[config.mk]
export PLATFORM = sky130hd
export DESIGN_NAME = rsb_top
export DESIGN_NICKNAME = d
export VERILOG_FILES = /design/src/rtl/rsb_pkg.sv /design/src/rtl/rsb_top.sv
export VERILOG_INCLUDE_DIRS = /design/src /design/src/rtl
export SDC_FILE = /design/constraint.sdc
export NUM_CORES = 1
export LEC_CHECK = 0
export ABC_CLOCK_PERIOD_IN_PS = 3000
export CORE_AREA = 2 2 202 204
export CTS_CLUSTER_DIAMETER = 100
export CTS_CLUSTER_SIZE = 24
export DETAILED_ROUTE_END_ITERATION = 12
export DIE_AREA = 0 0 204 206
export DONT_BUFFER_PORTS = 1
export SLEW_MARGIN = 0
export SYNTH_ARGS = -nofsm -noshare
export SYNTH_HDL_FRONTEND = slang
export SYNTH_SLANG_ARGS = --single-unit
[constraint.sdc]
create_clock -name sys_clk -period 3 [get_ports sys_clk]
set_clock_uncertainty 0.15 [all_clocks]
set_input_delay 0 -clock sys_clk [delete_from_list [all_inputs] [get_ports sys_clk]]
set_output_delay 0 -clock sys_clk [all_outputs]
set_load 0.05 [all_outputs]
[src/rtl/rsb_defs.svh]
// constants for the reset strap and external bus select block
// assumes inclusion by the rsb package and the top module only
`ifndef RSB_DEFS_SVH
`define RSB_DEFS_SVH

// register map on the i/o port space
`define RSB_EBS_ADDR 16'h1C00
`define RSB_EBS_RESET 16'h0000
// writable bits: 14:8 and 5:0, reserved 15 and 7:6 read zero
`define RSB_EBS_WMASK 16'h7F3F

// field positions
`define RSB_PP_MSB 14
`define RSB_PP_LSB 12
`define RSB_SP1_MSB 11
`define RSB_SP1_LSB 10
`define RSB_SP0_MSB 9
`define RSB_SP0_LSB 8
`define RSB_AMODE_MSB 5
`define RSB_AMODE_LSB 0

// pin counts
`define RSB_PP_PINS 21
`define RSB_SP_PINS 6
`define RSB_EMA_PINS 6

// serial port mode codes
`define RSB_SP_MODE0 2'h0
`define RSB_SP_MODE1 2'h1
`define RSB_SP_MODE2 2'h2

// cycles after reset release before straps are latched (synchroniser depth)
`define RSB_STRAP_WAIT 2'h2

`endif

[src/rtl/rsb_pkg.sv]
// types shared by the reset strap and external bus select block
// assumes rsb_defs.svh sits in the include path
`include "rsb_defs.svh"

package rsb_pkg;

    // which peripheral owns a multiplexed pin
    typedef enum logic [2:0] {
        OWN_NONE,
        OWN_SPI,
        OWN_UART,
        OWN_I2S2,
        OWN_I2S3,
        OWN_GPIO,
        OWN_MMC,
        OWN_I2S
    } rsb_owner_e;

    // pin-aligned drive bundle for the parallel port
    typedef struct packed {
        logic [`RSB_PP_PINS-1:0] out;
        logic [`RSB_PP_PINS-1:0] oe_n;
    } rsb_pp_drv_s;

    // pin-aligned drive bundle for a serial port or the upper address pins
    typedef struct packed {
        logic [`RSB_SP_PINS-1:0] out;
        logic [`RSB_SP_PINS-1:0] oe_n;
    } rsb_sp_drv_s;

    // one i/o port request
    typedef struct packed {
        logic sel;
        logic wr;
        logic [15:0] addr;
        logic [15:0] wdata;
    } rsb_io_req_s;

endpackage

[src/rtl/rsb_top.sv]
// reset straps and external bus select pin multiplexer
// assumes all pin inputs are asynchronous to sys_clk; peripherals are on sys_clk
//
// Summary of operation
// - strap low: regulator on, monitor makes power_ok
// - strap high: regulator off, power_ok high, pin reset
// - clock strap low: oscillator clocks everything
// - clock strap high: external clock drives generator
// - select register routes parallel and serial pins
// - select register decoded at port 0x1C00
// - new routing applies on following clock cycle
// - per-pin bit turns address pins 20:15 GPIO
// - parallel field 14:12 selects groupings 0 to 6
// - serial port 1 field 11:10 decoded
// - serial port 0 field 9:8 decoded
`timescale 1ns/100ps
`include "rsb_defs.svh"

module rsb_top
    import rsb_pkg::*;
#(
    parameter int PP_PINS = `RSB_PP_PINS
) (
    input wire logic sys_clk,
    input wire logic nrst,
    // i/o port access
    input wire rsb_io_req_s io_req,
    output logic [15:0] io_rdata,
    output logic io_rvalid,
    // configuration straps and regulator monitor
    input wire logic regulator_enable_strap,
    input wire logic clock_select_strap,
    input wire logic regulator_output_ok,
    output logic core_regulator_en,
    output logic por_monitor_en,
    output logic power_ok,
    output logic reset_from_pin_only,
    output logic main_clk_from_external,
    output logic external_clock_input_en,
    // peripheral drive bundles
    input wire rsb_pp_drv_s spi_pp,
    input wire rsb_pp_drv_s uart_pp,
    input wire rsb_pp_drv_s i2s2_pp,
    input wire rsb_pp_drv_s i2s3_pp,
    input wire rsb_pp_drv_s gpio_pp,
    input wire rsb_sp_drv_s mmc0_sp,
    input wire rsb_sp_drv_s i2s0_sp,
    input wire rsb_sp_drv_s gpio0_sp,
    input wire rsb_sp_drv_s mmc1_sp,
    input wire rsb_sp_drv_s i2s1_sp,
    input wire rsb_sp_drv_s gpio1_sp,
    input wire rsb_sp_drv_s emif_ema,
    input wire rsb_sp_drv_s gpio_ema,
    // pins
    input wire logic [PP_PINS-1:0] pp_pin_in,
    output logic [PP_PINS-1:0] pp_pin_out,
    output logic [PP_PINS-1:0] pp_pin_oe_n,
    input wire logic [`RSB_SP_PINS-1:0] sp0_pin_in,
    output logic [`RSB_SP_PINS-1:0] sp0_pin_out,
    output logic [`RSB_SP_PINS-1:0] sp0_pin_oe_n,
    input wire logic [`RSB_SP_PINS-1:0] sp1_pin_in,
    output logic [`RSB_SP_PINS-1:0] sp1_pin_out,
    output logic [`RSB_SP_PINS-1:0] sp1_pin_oe_n,
    input wire logic [`RSB_EMA_PINS-1:0] ema_pin_in,
    output logic [`RSB_EMA_PINS-1:0] ema_pin_out,
    output logic [`RSB_EMA_PINS-1:0] ema_pin_oe_n,
    // synchronised pin levels for the peripherals
    output logic [PP_PINS-1:0] pp_pin_sync,
    output logic [`RSB_SP_PINS-1:0] sp0_pin_sync,
    output logic [`RSB_SP_PINS-1:0] sp1_pin_sync,
    output logic [`RSB_EMA_PINS-1:0] ema_pin_sync
);

    localparam int IN_W = PP_PINS + 3 * `RSB_SP_PINS + 3;

    // parallel port owner per mode and pin; mode 0 and code 7 leave pins undriven
    function automatic rsb_owner_e pp_owner(input logic [2:0] mode, input int idx);
        rsb_owner_e o;
        o = OWN_NONE;
        unique case (mode)
            3'h1: o = (idx < 7) ? OWN_SPI : (idx < 13) ? OWN_GPIO : (idx < 17) ? OWN_UART : OWN_I2S2;
            3'h2: o = (idx < 8) ? OWN_GPIO : OWN_NONE;
            3'h3: o = (idx < 4) ? OWN_SPI : (idx < 8) ? OWN_I2S3 : OWN_NONE;
            3'h4: o = (idx < 4) ? OWN_I2S2 : (idx < 8) ? OWN_UART : OWN_NONE;
            3'h5: o = (idx < 4) ? OWN_SPI : (idx < 8) ? OWN_UART : OWN_NONE;
            3'h6: o = (idx < 7) ? OWN_SPI : (idx < 11) ? OWN_I2S2 : (idx < 15) ? OWN_I2S3 : OWN_GPIO;
            default: o = OWN_NONE; // mode 0 and reserved code 7
        endcase
        return o;
    endfunction

    // serial port owner; reserved code 3 leaves the pins undriven
    function automatic rsb_owner_e sp_owner(input logic [1:0] mode, input int idx);
        rsb_owner_e o;
        o = OWN_NONE;
        unique case (mode)
            `RSB_SP_MODE0: o = OWN_MMC;
            `RSB_SP_MODE1: o = (idx < 4) ? OWN_I2S : OWN_GPIO;
            `RSB_SP_MODE2: o = OWN_GPIO;
            default: o = OWN_NONE;
        endcase
        return o;
    endfunction

    // register and strap state
    logic [15:0] ebs_r; // external_bus_select contents
    logic [15:0] ebs_nxt;
    logic [15:0] rdata_r;
    logic rvalid_r;
    logic [IN_W-1:0] in_meta_r; // first synchroniser stage, read only by in_sync_r
    logic [IN_W-1:0] in_sync_r;
    logic [1:0] wait_cnt_r; // counts synchroniser fill after reset release
    logic straps_held_r;
    logic reg_strap_r; // latched regulator strap
    logic clk_strap_r; // latched clock strap

    // decode wires
    wire ebs_hit = io_req.sel && (io_req.addr == `RSB_EBS_ADDR);
    wire ebs_wr = ebs_hit && io_req.wr;
    wire ebs_rd = io_req.sel && !io_req.wr;
    wire [2:0] pp_mode = ebs_r[`RSB_PP_MSB:`RSB_PP_LSB];
    wire [1:0] sp1_mode = ebs_r[`RSB_SP1_MSB:`RSB_SP1_LSB];
    wire [1:0] sp0_mode = ebs_r[`RSB_SP0_MSB:`RSB_SP0_LSB];
    wire [`RSB_EMA_PINS-1:0] ema_gpio = ebs_r[`RSB_AMODE_MSB:`RSB_AMODE_LSB];
    wire pin_regulator_strap = in_sync_r[IN_W-1];
    wire pin_clock_strap = in_sync_r[IN_W-2];
    wire pin_reg_ok = in_sync_r[IN_W-3];

    // reserved bits never store, so they read back as zero
    assign ebs_nxt = ebs_wr ? (io_req.wdata & `RSB_EBS_WMASK) : ebs_r;

    // register write; routing follows the stored value from the next edge on
    always_ff @(posedge sys_clk) begin
        if (!nrst) begin
            ebs_r <= `RSB_EBS_RESET;
        end else begin
            ebs_r <= ebs_nxt;
        end
    end

    // read data is registered; unmapped addresses read zero
    always_ff @(posedge sys_clk) begin
        if (!nrst) begin
            rdata_r <= 16'h0000;
            rvalid_r <= 1'b0;
        end else begin
            rdata_r <= (ebs_rd && ebs_hit) ? ebs_r : 16'h0000;
            rvalid_r <= ebs_rd;
        end
    end

    assign io_rdata = rdata_r;
    assign io_rvalid = rvalid_r;

    // two-stage synchroniser for every asynchronous pin level
    always_ff @(posedge sys_clk) begin
        if (!nrst) begin
            in_meta_r <= '0;
            in_sync_r <= '0;
        end else begin
            in_meta_r <= {regulator_enable_strap, clock_select_strap, regulator_output_ok,
                          ema_pin_in, sp1_pin_in, sp0_pin_in, pp_pin_in};
            in_sync_r <= in_meta_r;
        end
    end

    assign pp_pin_sync = in_sync_r[PP_PINS-1:0];
    assign sp0_pin_sync = in_sync_r[PP_PINS +: `RSB_SP_PINS];
    assign sp1_pin_sync = in_sync_r[PP_PINS + `RSB_SP_PINS +: `RSB_SP_PINS];
    assign ema_pin_sync = in_sync_r[PP_PINS + 2 * `RSB_SP_PINS +: `RSB_EMA_PINS];

    // straps are caught once the synchroniser has filled, then frozen until the next reset;
    // a strap moved while running is ignored, which is why a reset must follow any change
    always_ff @(posedge sys_clk) begin
        if (!nrst) begin
            wait_cnt_r <= 2'h0;
            straps_held_r <= 1'b0;
            reg_strap_r <= 1'b0;
            clk_strap_r <= 1'b0;
        end else if (!straps_held_r) begin
            wait_cnt_r <= wait_cnt_r + 2'h1;
            if (wait_cnt_r == `RSB_STRAP_WAIT) begin
                straps_held_r <= 1'b1;
                reg_strap_r <= pin_regulator_strap;
                clk_strap_r <= pin_clock_strap;
            end
        end
    end

    // regulator and power monitor control
    assign core_regulator_en = !reg_strap_r;
    assign por_monitor_en = !reg_strap_r;
    assign power_ok = reg_strap_r ? 1'b1 : pin_reg_ok;
    assign reset_from_pin_only = reg_strap_r;

    // clock source select; the real-time clock always runs from the oscillator
    assign main_clk_from_external = clk_strap_r;
    assign external_clock_input_en = clk_strap_r;

    // parallel port routing, one mux per pin
    genvar gi;
    generate
        for (gi = 0; gi < PP_PINS; gi++) begin : g_pp
            wire rsb_owner_e own = pp_owner(pp_mode, gi);
            logic o;
            logic e;
            always_comb begin
                o = 1'b0;
                e = 1'b1; // undriven unless a peripheral owns the pin
                unique case (own)
                    OWN_SPI: begin
                        o = spi_pp.out[gi];
                        e = spi_pp.oe_n[gi];
                    end
                    OWN_UART: begin
                        o = uart_pp.out[gi];
                        e = uart_pp.oe_n[gi];
                    end
                    OWN_I2S2: begin
                        o = i2s2_pp.out[gi];
                        e = i2s2_pp.oe_n[gi];
                    end
                    OWN_I2S3: begin
                        o = i2s3_pp.out[gi];
                        e = i2s3_pp.oe_n[gi];
                    end
                    OWN_GPIO: begin
                        o = gpio_pp.out[gi];
                        e = gpio_pp.oe_n[gi];
                    end
                    default: begin
                        o = 1'b0;
                        e = 1'b1;
                    end
                endcase
            end
            assign pp_pin_out[gi] = o;
            assign pp_pin_oe_n[gi] = e;
        end

        // serial ports and upper address pins share the six-pin loop
        for (gi = 0; gi < `RSB_SP_PINS; gi++) begin : g_sp
            wire rsb_owner_e own0 = sp_owner(sp0_mode, gi);
            wire rsb_owner_e own1 = sp_owner(sp1_mode, gi);
            assign sp0_pin_out[gi] = (own0 == OWN_MMC) ? mmc0_sp.out[gi] :
                                     (own0 == OWN_I2S) ? i2s0_sp.out[gi] :
                                     (own0 == OWN_GPIO) ? gpio0_sp.out[gi] : 1'b0;
            assign sp0_pin_oe_n[gi] = (own0 == OWN_MMC) ? mmc0_sp.oe_n[gi] :
                                      (own0 == OWN_I2S) ? i2s0_sp.oe_n[gi] :
                                      (own0 == OWN_GPIO) ? gpio0_sp.oe_n[gi] : 1'b1;
            assign sp1_pin_out[gi] = (own1 == OWN_MMC) ? mmc1_sp.out[gi] :
                                     (own1 == OWN_I2S) ? i2s1_sp.out[gi] :
                                     (own1 == OWN_GPIO) ? gpio1_sp.out[gi] : 1'b0;
            assign sp1_pin_oe_n[gi] = (own1 == OWN_MMC) ? mmc1_sp.oe_n[gi] :
                                      (own1 == OWN_I2S) ? i2s1_sp.oe_n[gi] :
                                      (own1 == OWN_GPIO) ? gpio1_sp.oe_n[gi] : 1'b1;
            // each address pin has its own select bit: 1 gives the pin to GPIO
            assign ema_pin_out[gi] = ema_gpio[gi] ? gpio_ema.out[gi] : emif_ema.out[gi];
            assign ema_pin_oe_n[gi] = ema_gpio[gi] ? gpio_ema.oe_n[gi] : emif_ema.oe_n[gi];
        end
    endgenerate

    // software sequencing (clock gate before change, peripheral reset after, single
    // write after boot) is not enforced here: bind software, and a
    // mid-run rewrite simply switches the muxes at the next edge
endmodule

==> After elaboration in Yosys (flattened, before gate mapping) <==
Index checks and enable logic that the tools add are counted.
{ "word_totals": {"output_inout_bits": 140, "in_bits": 384, "word_cells": 232, "regBits": 116} }
{ "classes": {"reduce_logical": 16, "n_addsub": 1, "eq_ne": 64, "n_bitwise": 1, "muxes": 141} }
{ "ops": {"columns": ["cell", "count"], "rows": [
  ["1-bit one-hot mux with 5 select lines", 42],
  ["3-bit equality test, second input constant", 31],
  ["1-bit two-way mux", 87],
  ["3-bit by 2-bit equality test with 1-bit output, second input constant", 18],
  ["3-bit one-hot mux with 2 select lines", 7],
  ["3-bit by 1-bit equality test with 1-bit output, second input constant", 9],
  ["3-bit one-hot mux with 3 select lines", 3],
  ["3-bit one-hot mux with 4 select lines", 2],
  ["16-bit by 13-bit equality test with 1-bit output, second input constant", 1],
  ["2-bit OR reduction", 5],
  ["2-bit equality test, second input constant", 3],
  ["2-bit by 1-bit equality test with 1-bit output, second input constant", 2],
  ["1-bit logical AND", 4],
  ["2-bit zero test", 2],
  ["2-bit AND reduction", 2],
  ["4-bit OR reduction", 1],
  ["2-bit by 1-bit adder with 2-bit output, second input constant", 1],
  ["1-bit zero test", 2],
  ["1-bit inverter", 1]
]} }

==> Longest topological paths before layout <==
{ "depth": {"depth_word": 7, "depth_mapped": 11, "depth_no_buf": 8} }

==> Least setup slack after synthesis <==
Ideal clock, no wire load.
{ "synth_path": {"path_type": "reg-to-output", "start": "register ebs_r[11]", "end": "output sp1_pin_out[0]", "path_stages_with_launch": 7, "path_buffers": 2, "t_arrival_ns": 2.203, "path_slack_ns": 0.647, "required_time_ns": 2.850, "cell_sequence": "dfxtp_1 -> inv_1 -> ha_1 -> clkbuf_1 -> clkbuf_1 -> a21oi_1 -> o21ai_0"} }
{ "synth_between": {"elab_chain_cells": 6, "word_cells_on_any_way": 10, "classes_between": "5 x eq/ne; 4 x mux; 1 x reduce/logical"} }
{ "synth_rtl": {"columns": ["element", "line_no", "text"], "rows": [
  ["start, declared", "rsb_top.sv:106", "logic [15:0] ebs_r;"],
  ["start signal, assigned", "rsb_top.sv:135", "ebs_r <= `RSB_EBS_RESET;"],
  ["start signal, assigned", "rsb_top.sv:137", "ebs_r <= ebs_nxt;"],
  ["2-bit equality test (tied with other cells)", "rsb_top.sv:96", "unique case (mode)"],
  ["3-bit one-hot mux with 3 select lines *", "rsb_top.sv:96", null],
  ["3-bit equality test", "rsb_top.sv:253", "(own1 == OWN_GPIO) ? gpio1_sp.out[gi] : 1'b0;"],
  ["1-bit two-way mux", "rsb_top.sv:253", null],
  ["1-bit two-way mux", "rsb_top.sv:252", "(own1 == OWN_I2S) ? i2s1_sp.out[gi] :"],
  ["1-bit two-way mux *", "rsb_top.sv:251", "assign sp1_pin_out[gi] = (own1 == OWN_MMC) ? mmc1_sp.out[gi] :"],
  ["end, declared", "rsb_top.sv:62", "output logic [`RSB_SP_PINS-1:0] sp1_pin_out,"]
]} }
Every way passes the cells marked *; elsewhere a longest branch is shown, timed or not.

==> Final worst setup path <==
{ "layout_path": {"start": "register ebs_r[14]", "end": "output pp_pin_out[7]"} }
{ "layout_between": {"elab_chain_cells": 5, "word_cells_on_any_way": 15, "classes_between": "11 x eq/ne; 2 x mux; 2 x reduce/logical"} }
{ "layout_rtl": {"columns": ["element", "line_no", "text"], "rows": [
  ["3-bit equality test (tied with other cells)", "rsb_top.sv:80", "unique case (mode)"],
  ["2-bit OR reduction (no line)", null, null],
  ["3-bit one-hot mux with 4 select lines *", "rsb_top.sv:80", null],
  ["3-bit equality test (tied with other cells)", "rsb_top.sv:210", "unique case (own)"],
  ["1-bit one-hot mux with 5 select lines *", "rsb_top.sv:210", null],
  ["end, declared", "rsb_top.sv:56", "output logic [PP_PINS-1:0] pp_pin_out,"]
]} }
Marked as above.

==> results.md <==
- Internal power summed over all cells: 3041 uW
- Min-delay src: io_req[19]
- Die boundary height: 206 um
- Count of synthesis-stage warnings from yosys: 0
- Cell variety after synth: 48
- Ranking of synthesized cells by area: sky130_fd_sc_hd__dfxtp_1, sky130_fd_sc_hd__buf_4, sky130_fd_sc_hd__and2_1
- Pre-CTS setup slack: 0.3121 ns
- Post-synthesis simple-gate area fraction: 19.85%
- Combinational family with the most area after synthesis: simple AND/OR/NAND/NOR gates
- DRC marker count from the first detailed-route iteration: 210
- Highest cell delay on the worst timing path: 0.49 ns
- Critical Path Start Type: flip-flop
- Fin nets: 1099
- Post-detailed-route via-to-cell ratio: 3.826
- Post-synthesis average cell area: 8.917 um2
- Xor and xnor fraction of the mapped netlist area: 0.2963%
- Core region area: 0.04018 mm2
- Worst r2r src: reset_from_pin_only$_SDFFE_PN0P_
- IO buf count: 0
- Mux cell area share after synthesis: 6.772%
- Hold depth: 5
- CTS tree: yes
- Pin count of the biggest net entering global routing: 95
- Initial antenna violation count: 5
- Via count of the first global-routing pass: 4692
- Class of the most critical setup path: reg2out
- Hold worst-path end: ebs_r[8]$_SDFFE_PN0P_
- Clock Tree Buf Depth: 2
- Period minus WS final: 2.693 ns
- Net switching share of the total power: 27.60%
- Cts bufs inserted: 17
- Number of maximum-capacitance constraint violations: 0
- Overall die width: 204 um
- Global-route wire length before repair: 29.55 mm
- Number of hold violations in the final report: 0
- Worst-path fanout max: 11
- Wl on met1: 8.286 mm
- Number of remaining DRC errors: 0
- Net Sw Power: 1159 uW
- Slowest CP cell: sky130_fd_sc_hd__dfxtp_2
- Minimum setup slack among reg-to-reg paths: 1.48 ns
- Synthesized instance count: 663
- Number of nets still failing antenna checks after routing: 0
- Worst reg2reg endpoint: reset_from_pin_only$_SDFFE_PN0P_
- Summed instance area of the synthesized netlist: 0.005912 mm2
- Arrival time of data at the critical path endpoint: 2.54 ns
- Final total negative setup slack: 0 ns
- Kind of path behind the tightest hold check: in2reg
- Number of sinks handled by clock tree synthesis: 116
- Number of setup violations in the final report: 0
- Kind of end point of the critical path: output port
- Post-synthesis sequential element count: 116
- Unrepaired setup endpoints after global routing: no
- Compound-cell area share of the yosys netlist: 15.68%
- Worst r2r path cells: 5
- Fraction of the mapped netlist area in adder cells: 2.751%
- Gpl congestion: 0.8117
- Effective utilization at floorplan: 14.71%
- Worst-case headroom to the max-slew limit: 49.94%
- Ratio of total power to cell area: 545.5 mW/mm2
- Top Family by Delay on Critical Path: buffers and inverters
- Most numerous cell on the critical path: sky130_fd_sc_hd__buf_4
- Clock-pin slew reported for the worst setup and hold paths after clock tree synthesis: 0.07 ns
- Leading area contributor after synthesis: sky130_fd_sc_hd__dfxtp_1
- Wire length on met2: 10.99 mm
- Synth top area share: 39.28%
- Total via count in the routed design: 4771
- Top-level port count: 524
- Crit path buf inv count: 4
- Area of the die: 0.04202 mm2
- Share of power burned in the clock network: 49.6%
- Data required time at the worst endpoint: 2.85 ns
- Final core utilization: 19.16%
- Clock latency at the later pin of the worst-skew pair: 0.42 ns
- Ys async rst share: 0%
- Prevailing post-synth register cell: sky130_fd_sc_hd__dfxtp_1
- Total count of max-transition violations in the final report: 0
- Sum of routed wire length over all layers: 22.15 mm
- Relative contribution of combinational cells to total power: 9.4%
- Minimum setup slack in the final design: 0.3068 ns
- Buffers inserted during post-CTS setup optimization: 0
- Sequential share of power: 41.0%
- Post-detailed-placement half-perimeter wirelength: 16.57 mm
- Grt ovf: 0
- Routed len/inst: 17.76 um
- Critical Path, Cell by Cell: buf_4, inv_1, buf_4, o21ai_0, ha_1, o21ai_0, a211oi_1, nand2_1, a21boi_1, buf_4
- Metal3 WL: 2.158 mm
- Number of enable-type register cells in the synthesized netlist: 0
- Final clock period utilization by the worst path: 89.77%
- Result of the run: finished clean
- Number of H-tree levels: 4
- Highest routed metal layer: met5
- Root buffer cell: sky130_fd_sc_hd__clkbuf_16
- Share of synthesized area occupied by flip-flops and latches: 39.28%
- Relative area change from synthesis to final layout: 30.26%
- Highest clock rate: 0.3713 GHz
- Filler Cell Count: 4413
- Footprint of the multi-input gates: 0.002710 mm2
- Area taken by flip-flops and latches: 0.002323 mm2
- Total leakage power: 0.003045 uW
- Share of layout cells above drive strength 1: 17.23%
- Worst voltage drop across the vdd grid: 0.2947 mV
- Slew of the pin with the lowest slew margin: 0.7499 ns
- Total iterations of the first detailed-routing run: 5
- Total Routing Usage GR: 9.869%
- Placement row count: 74
## layer usage
metal | global-route usage [%] | up-vias
met1 | 10.32 | 2223
met4 | 4.581 | 6
met5 | 0 | -
li1 | - | 2235
met3 | 3.769 | 33
met2 | 17.49 | 274
## placed cells by master, fill, tap and decap left out, types with 11 or more instances in the layout
cell                            count
sky130_fd_sc_hd__o22a_1            12
sky130_fd_sc_hd__clkbuf_16         17
sky130_fd_sc_hd__o21ai_0           23
sky130_fd_sc_hd__nand3_1           17
sky130_fd_sc_hd__dlygate4sd3_1     83
sky130_fd_sc_hd__a21oi_1           20
sky130_fd_sc_hd__ha_1              12
sky130_fd_sc_hd__inv_1             15
sky130_fd_sc_hd__nor2b_1           11
sky130_fd_sc_hd__nor2_1            29
sky130_fd_sc_hd__o21ai_1           21
sky130_fd_sc_hd__mux2_2            16
sky130_fd_sc_hd__mux2i_1           22
sky130_fd_sc_hd__and2_1            89
sky130_fd_sc_hd__nand2_1           32
sky130_fd_sc_hd__and3_1            13
sky130_fd_sc_hd__buf_4             61
sky130_fd_sc_hd__a22o_1            13
sky130_fd_sc_hd__dfxtp_1          115
## flip-flops by register name (all words and copies together), names as in the netlist
register                 flops
external_clock_input_en      1
straps_held_r                1
io_rdata                    13
reset_from_pin_only          1
io_rvalid                    1
wait_cnt_r                   2
in_meta_r                   42
in_sync_r                   42
ebs_r                       13
## synth_stat cells (all sizes together), types with 2 or more instances
master  count
and3       13
buf        97
ha         13
o22ai       5
nand3      17
nand2b      4
mux2i      22
inv        15
o21ai      45
o211ai      3
and2       89
nand2      32
a21o        7
a221oi      8
or2         2
a222oi      2
nor2       31
dfxtp     116
nor2b      11
a22o       13
mux2       16
a21oi      20
a22oi       6
nor4        3
a21boi     14
o22a       12
clkbuf     32
xnor2       2
## per-stage QoR
step                      std cells  area, um2  power, uW  hold slack [ns]
after global routing           1247       7701       4381          0.04155
after floorplan                 665       5919       2031         -0.02271
after detailed placement       1131       6235       2049         -0.01973
after CTS                      1246       7691       4289          0.01701
final                          1247       7701       4201          0.04685
after global placement         1131       6235       2043         -0.02246
## worst max-delay path by stage
stage,to,start,cells after the start
2_1_floorplan,sp1_pin_out[0],ebs_r[11]$_SDFFE_PN0P_,6
3_3_place_gp,pp_pin_out[6],ebs_r[14]$_SDFFE_PN0P_,6
3_5_place_dp,pp_pin_out[6],ebs_r[14]$_SDFFE_PN0P_,6
4_1_cts,pp_pin_out[6],ebs_r[14]$_SDFFE_PN0P_,7
5_1_grt,pp_pin_out[7],ebs_r[14]$_SDFFE_PN0P_,9
6_report,pp_pin_out[7],ebs_r[14]$_SDFFE_PN0P_,10
## power by group through the flow
stage                     clock, uW  sequential (uW)  combinational, uW
after floorplan                   0             1670                359
after global placement            0             1760                287
after detailed placement          0             1760                291
after CTS                      2170             1720                396
after global routing           2230             1730                424
final                          2080             1720                395
## tightest hold or removal path: stages
cell and delay [ns]:
sky130_fd_sc_hd__nor4_1 0.04, sky130_fd_sc_hd__nand4_1 0.07, sky130_fd_sc_hd__buf_4 0.22, sky130_fd_sc_hd__o21ai_0 0.12
sky130_fd_sc_hd__a21boi_1 0.11
## cells by family after synthesis
| family | count (synthesis) |
|---|---|
| simple gates | 210 |
| compound gates | 139 |
| xor+xnor | 2 |
| fa+ha+maj | 13 |
| other cells | 1 |
| mux | 38 |
| buf+inv | 144 |
| flops | 116 |
## what timing repair did
action / CTS / global route
endpoints found under the setup margin: 5 / 6
hold buffers: 84 / 0
gates resized for setup: 3 / 2
endpoints found under the hold margin: 105 / 0
## layout make-up
cell class	count	area share, %
multi-input combinational	405	35.19
sequential	116	30.17
timing repair buffer	147	17.61
tap	532	8.643
clock buffer	18	5.703
clock inverter	13	1.917
inverter	15	0.7311
antenna	1	0.03249
(Power assumes the default switching activity.)
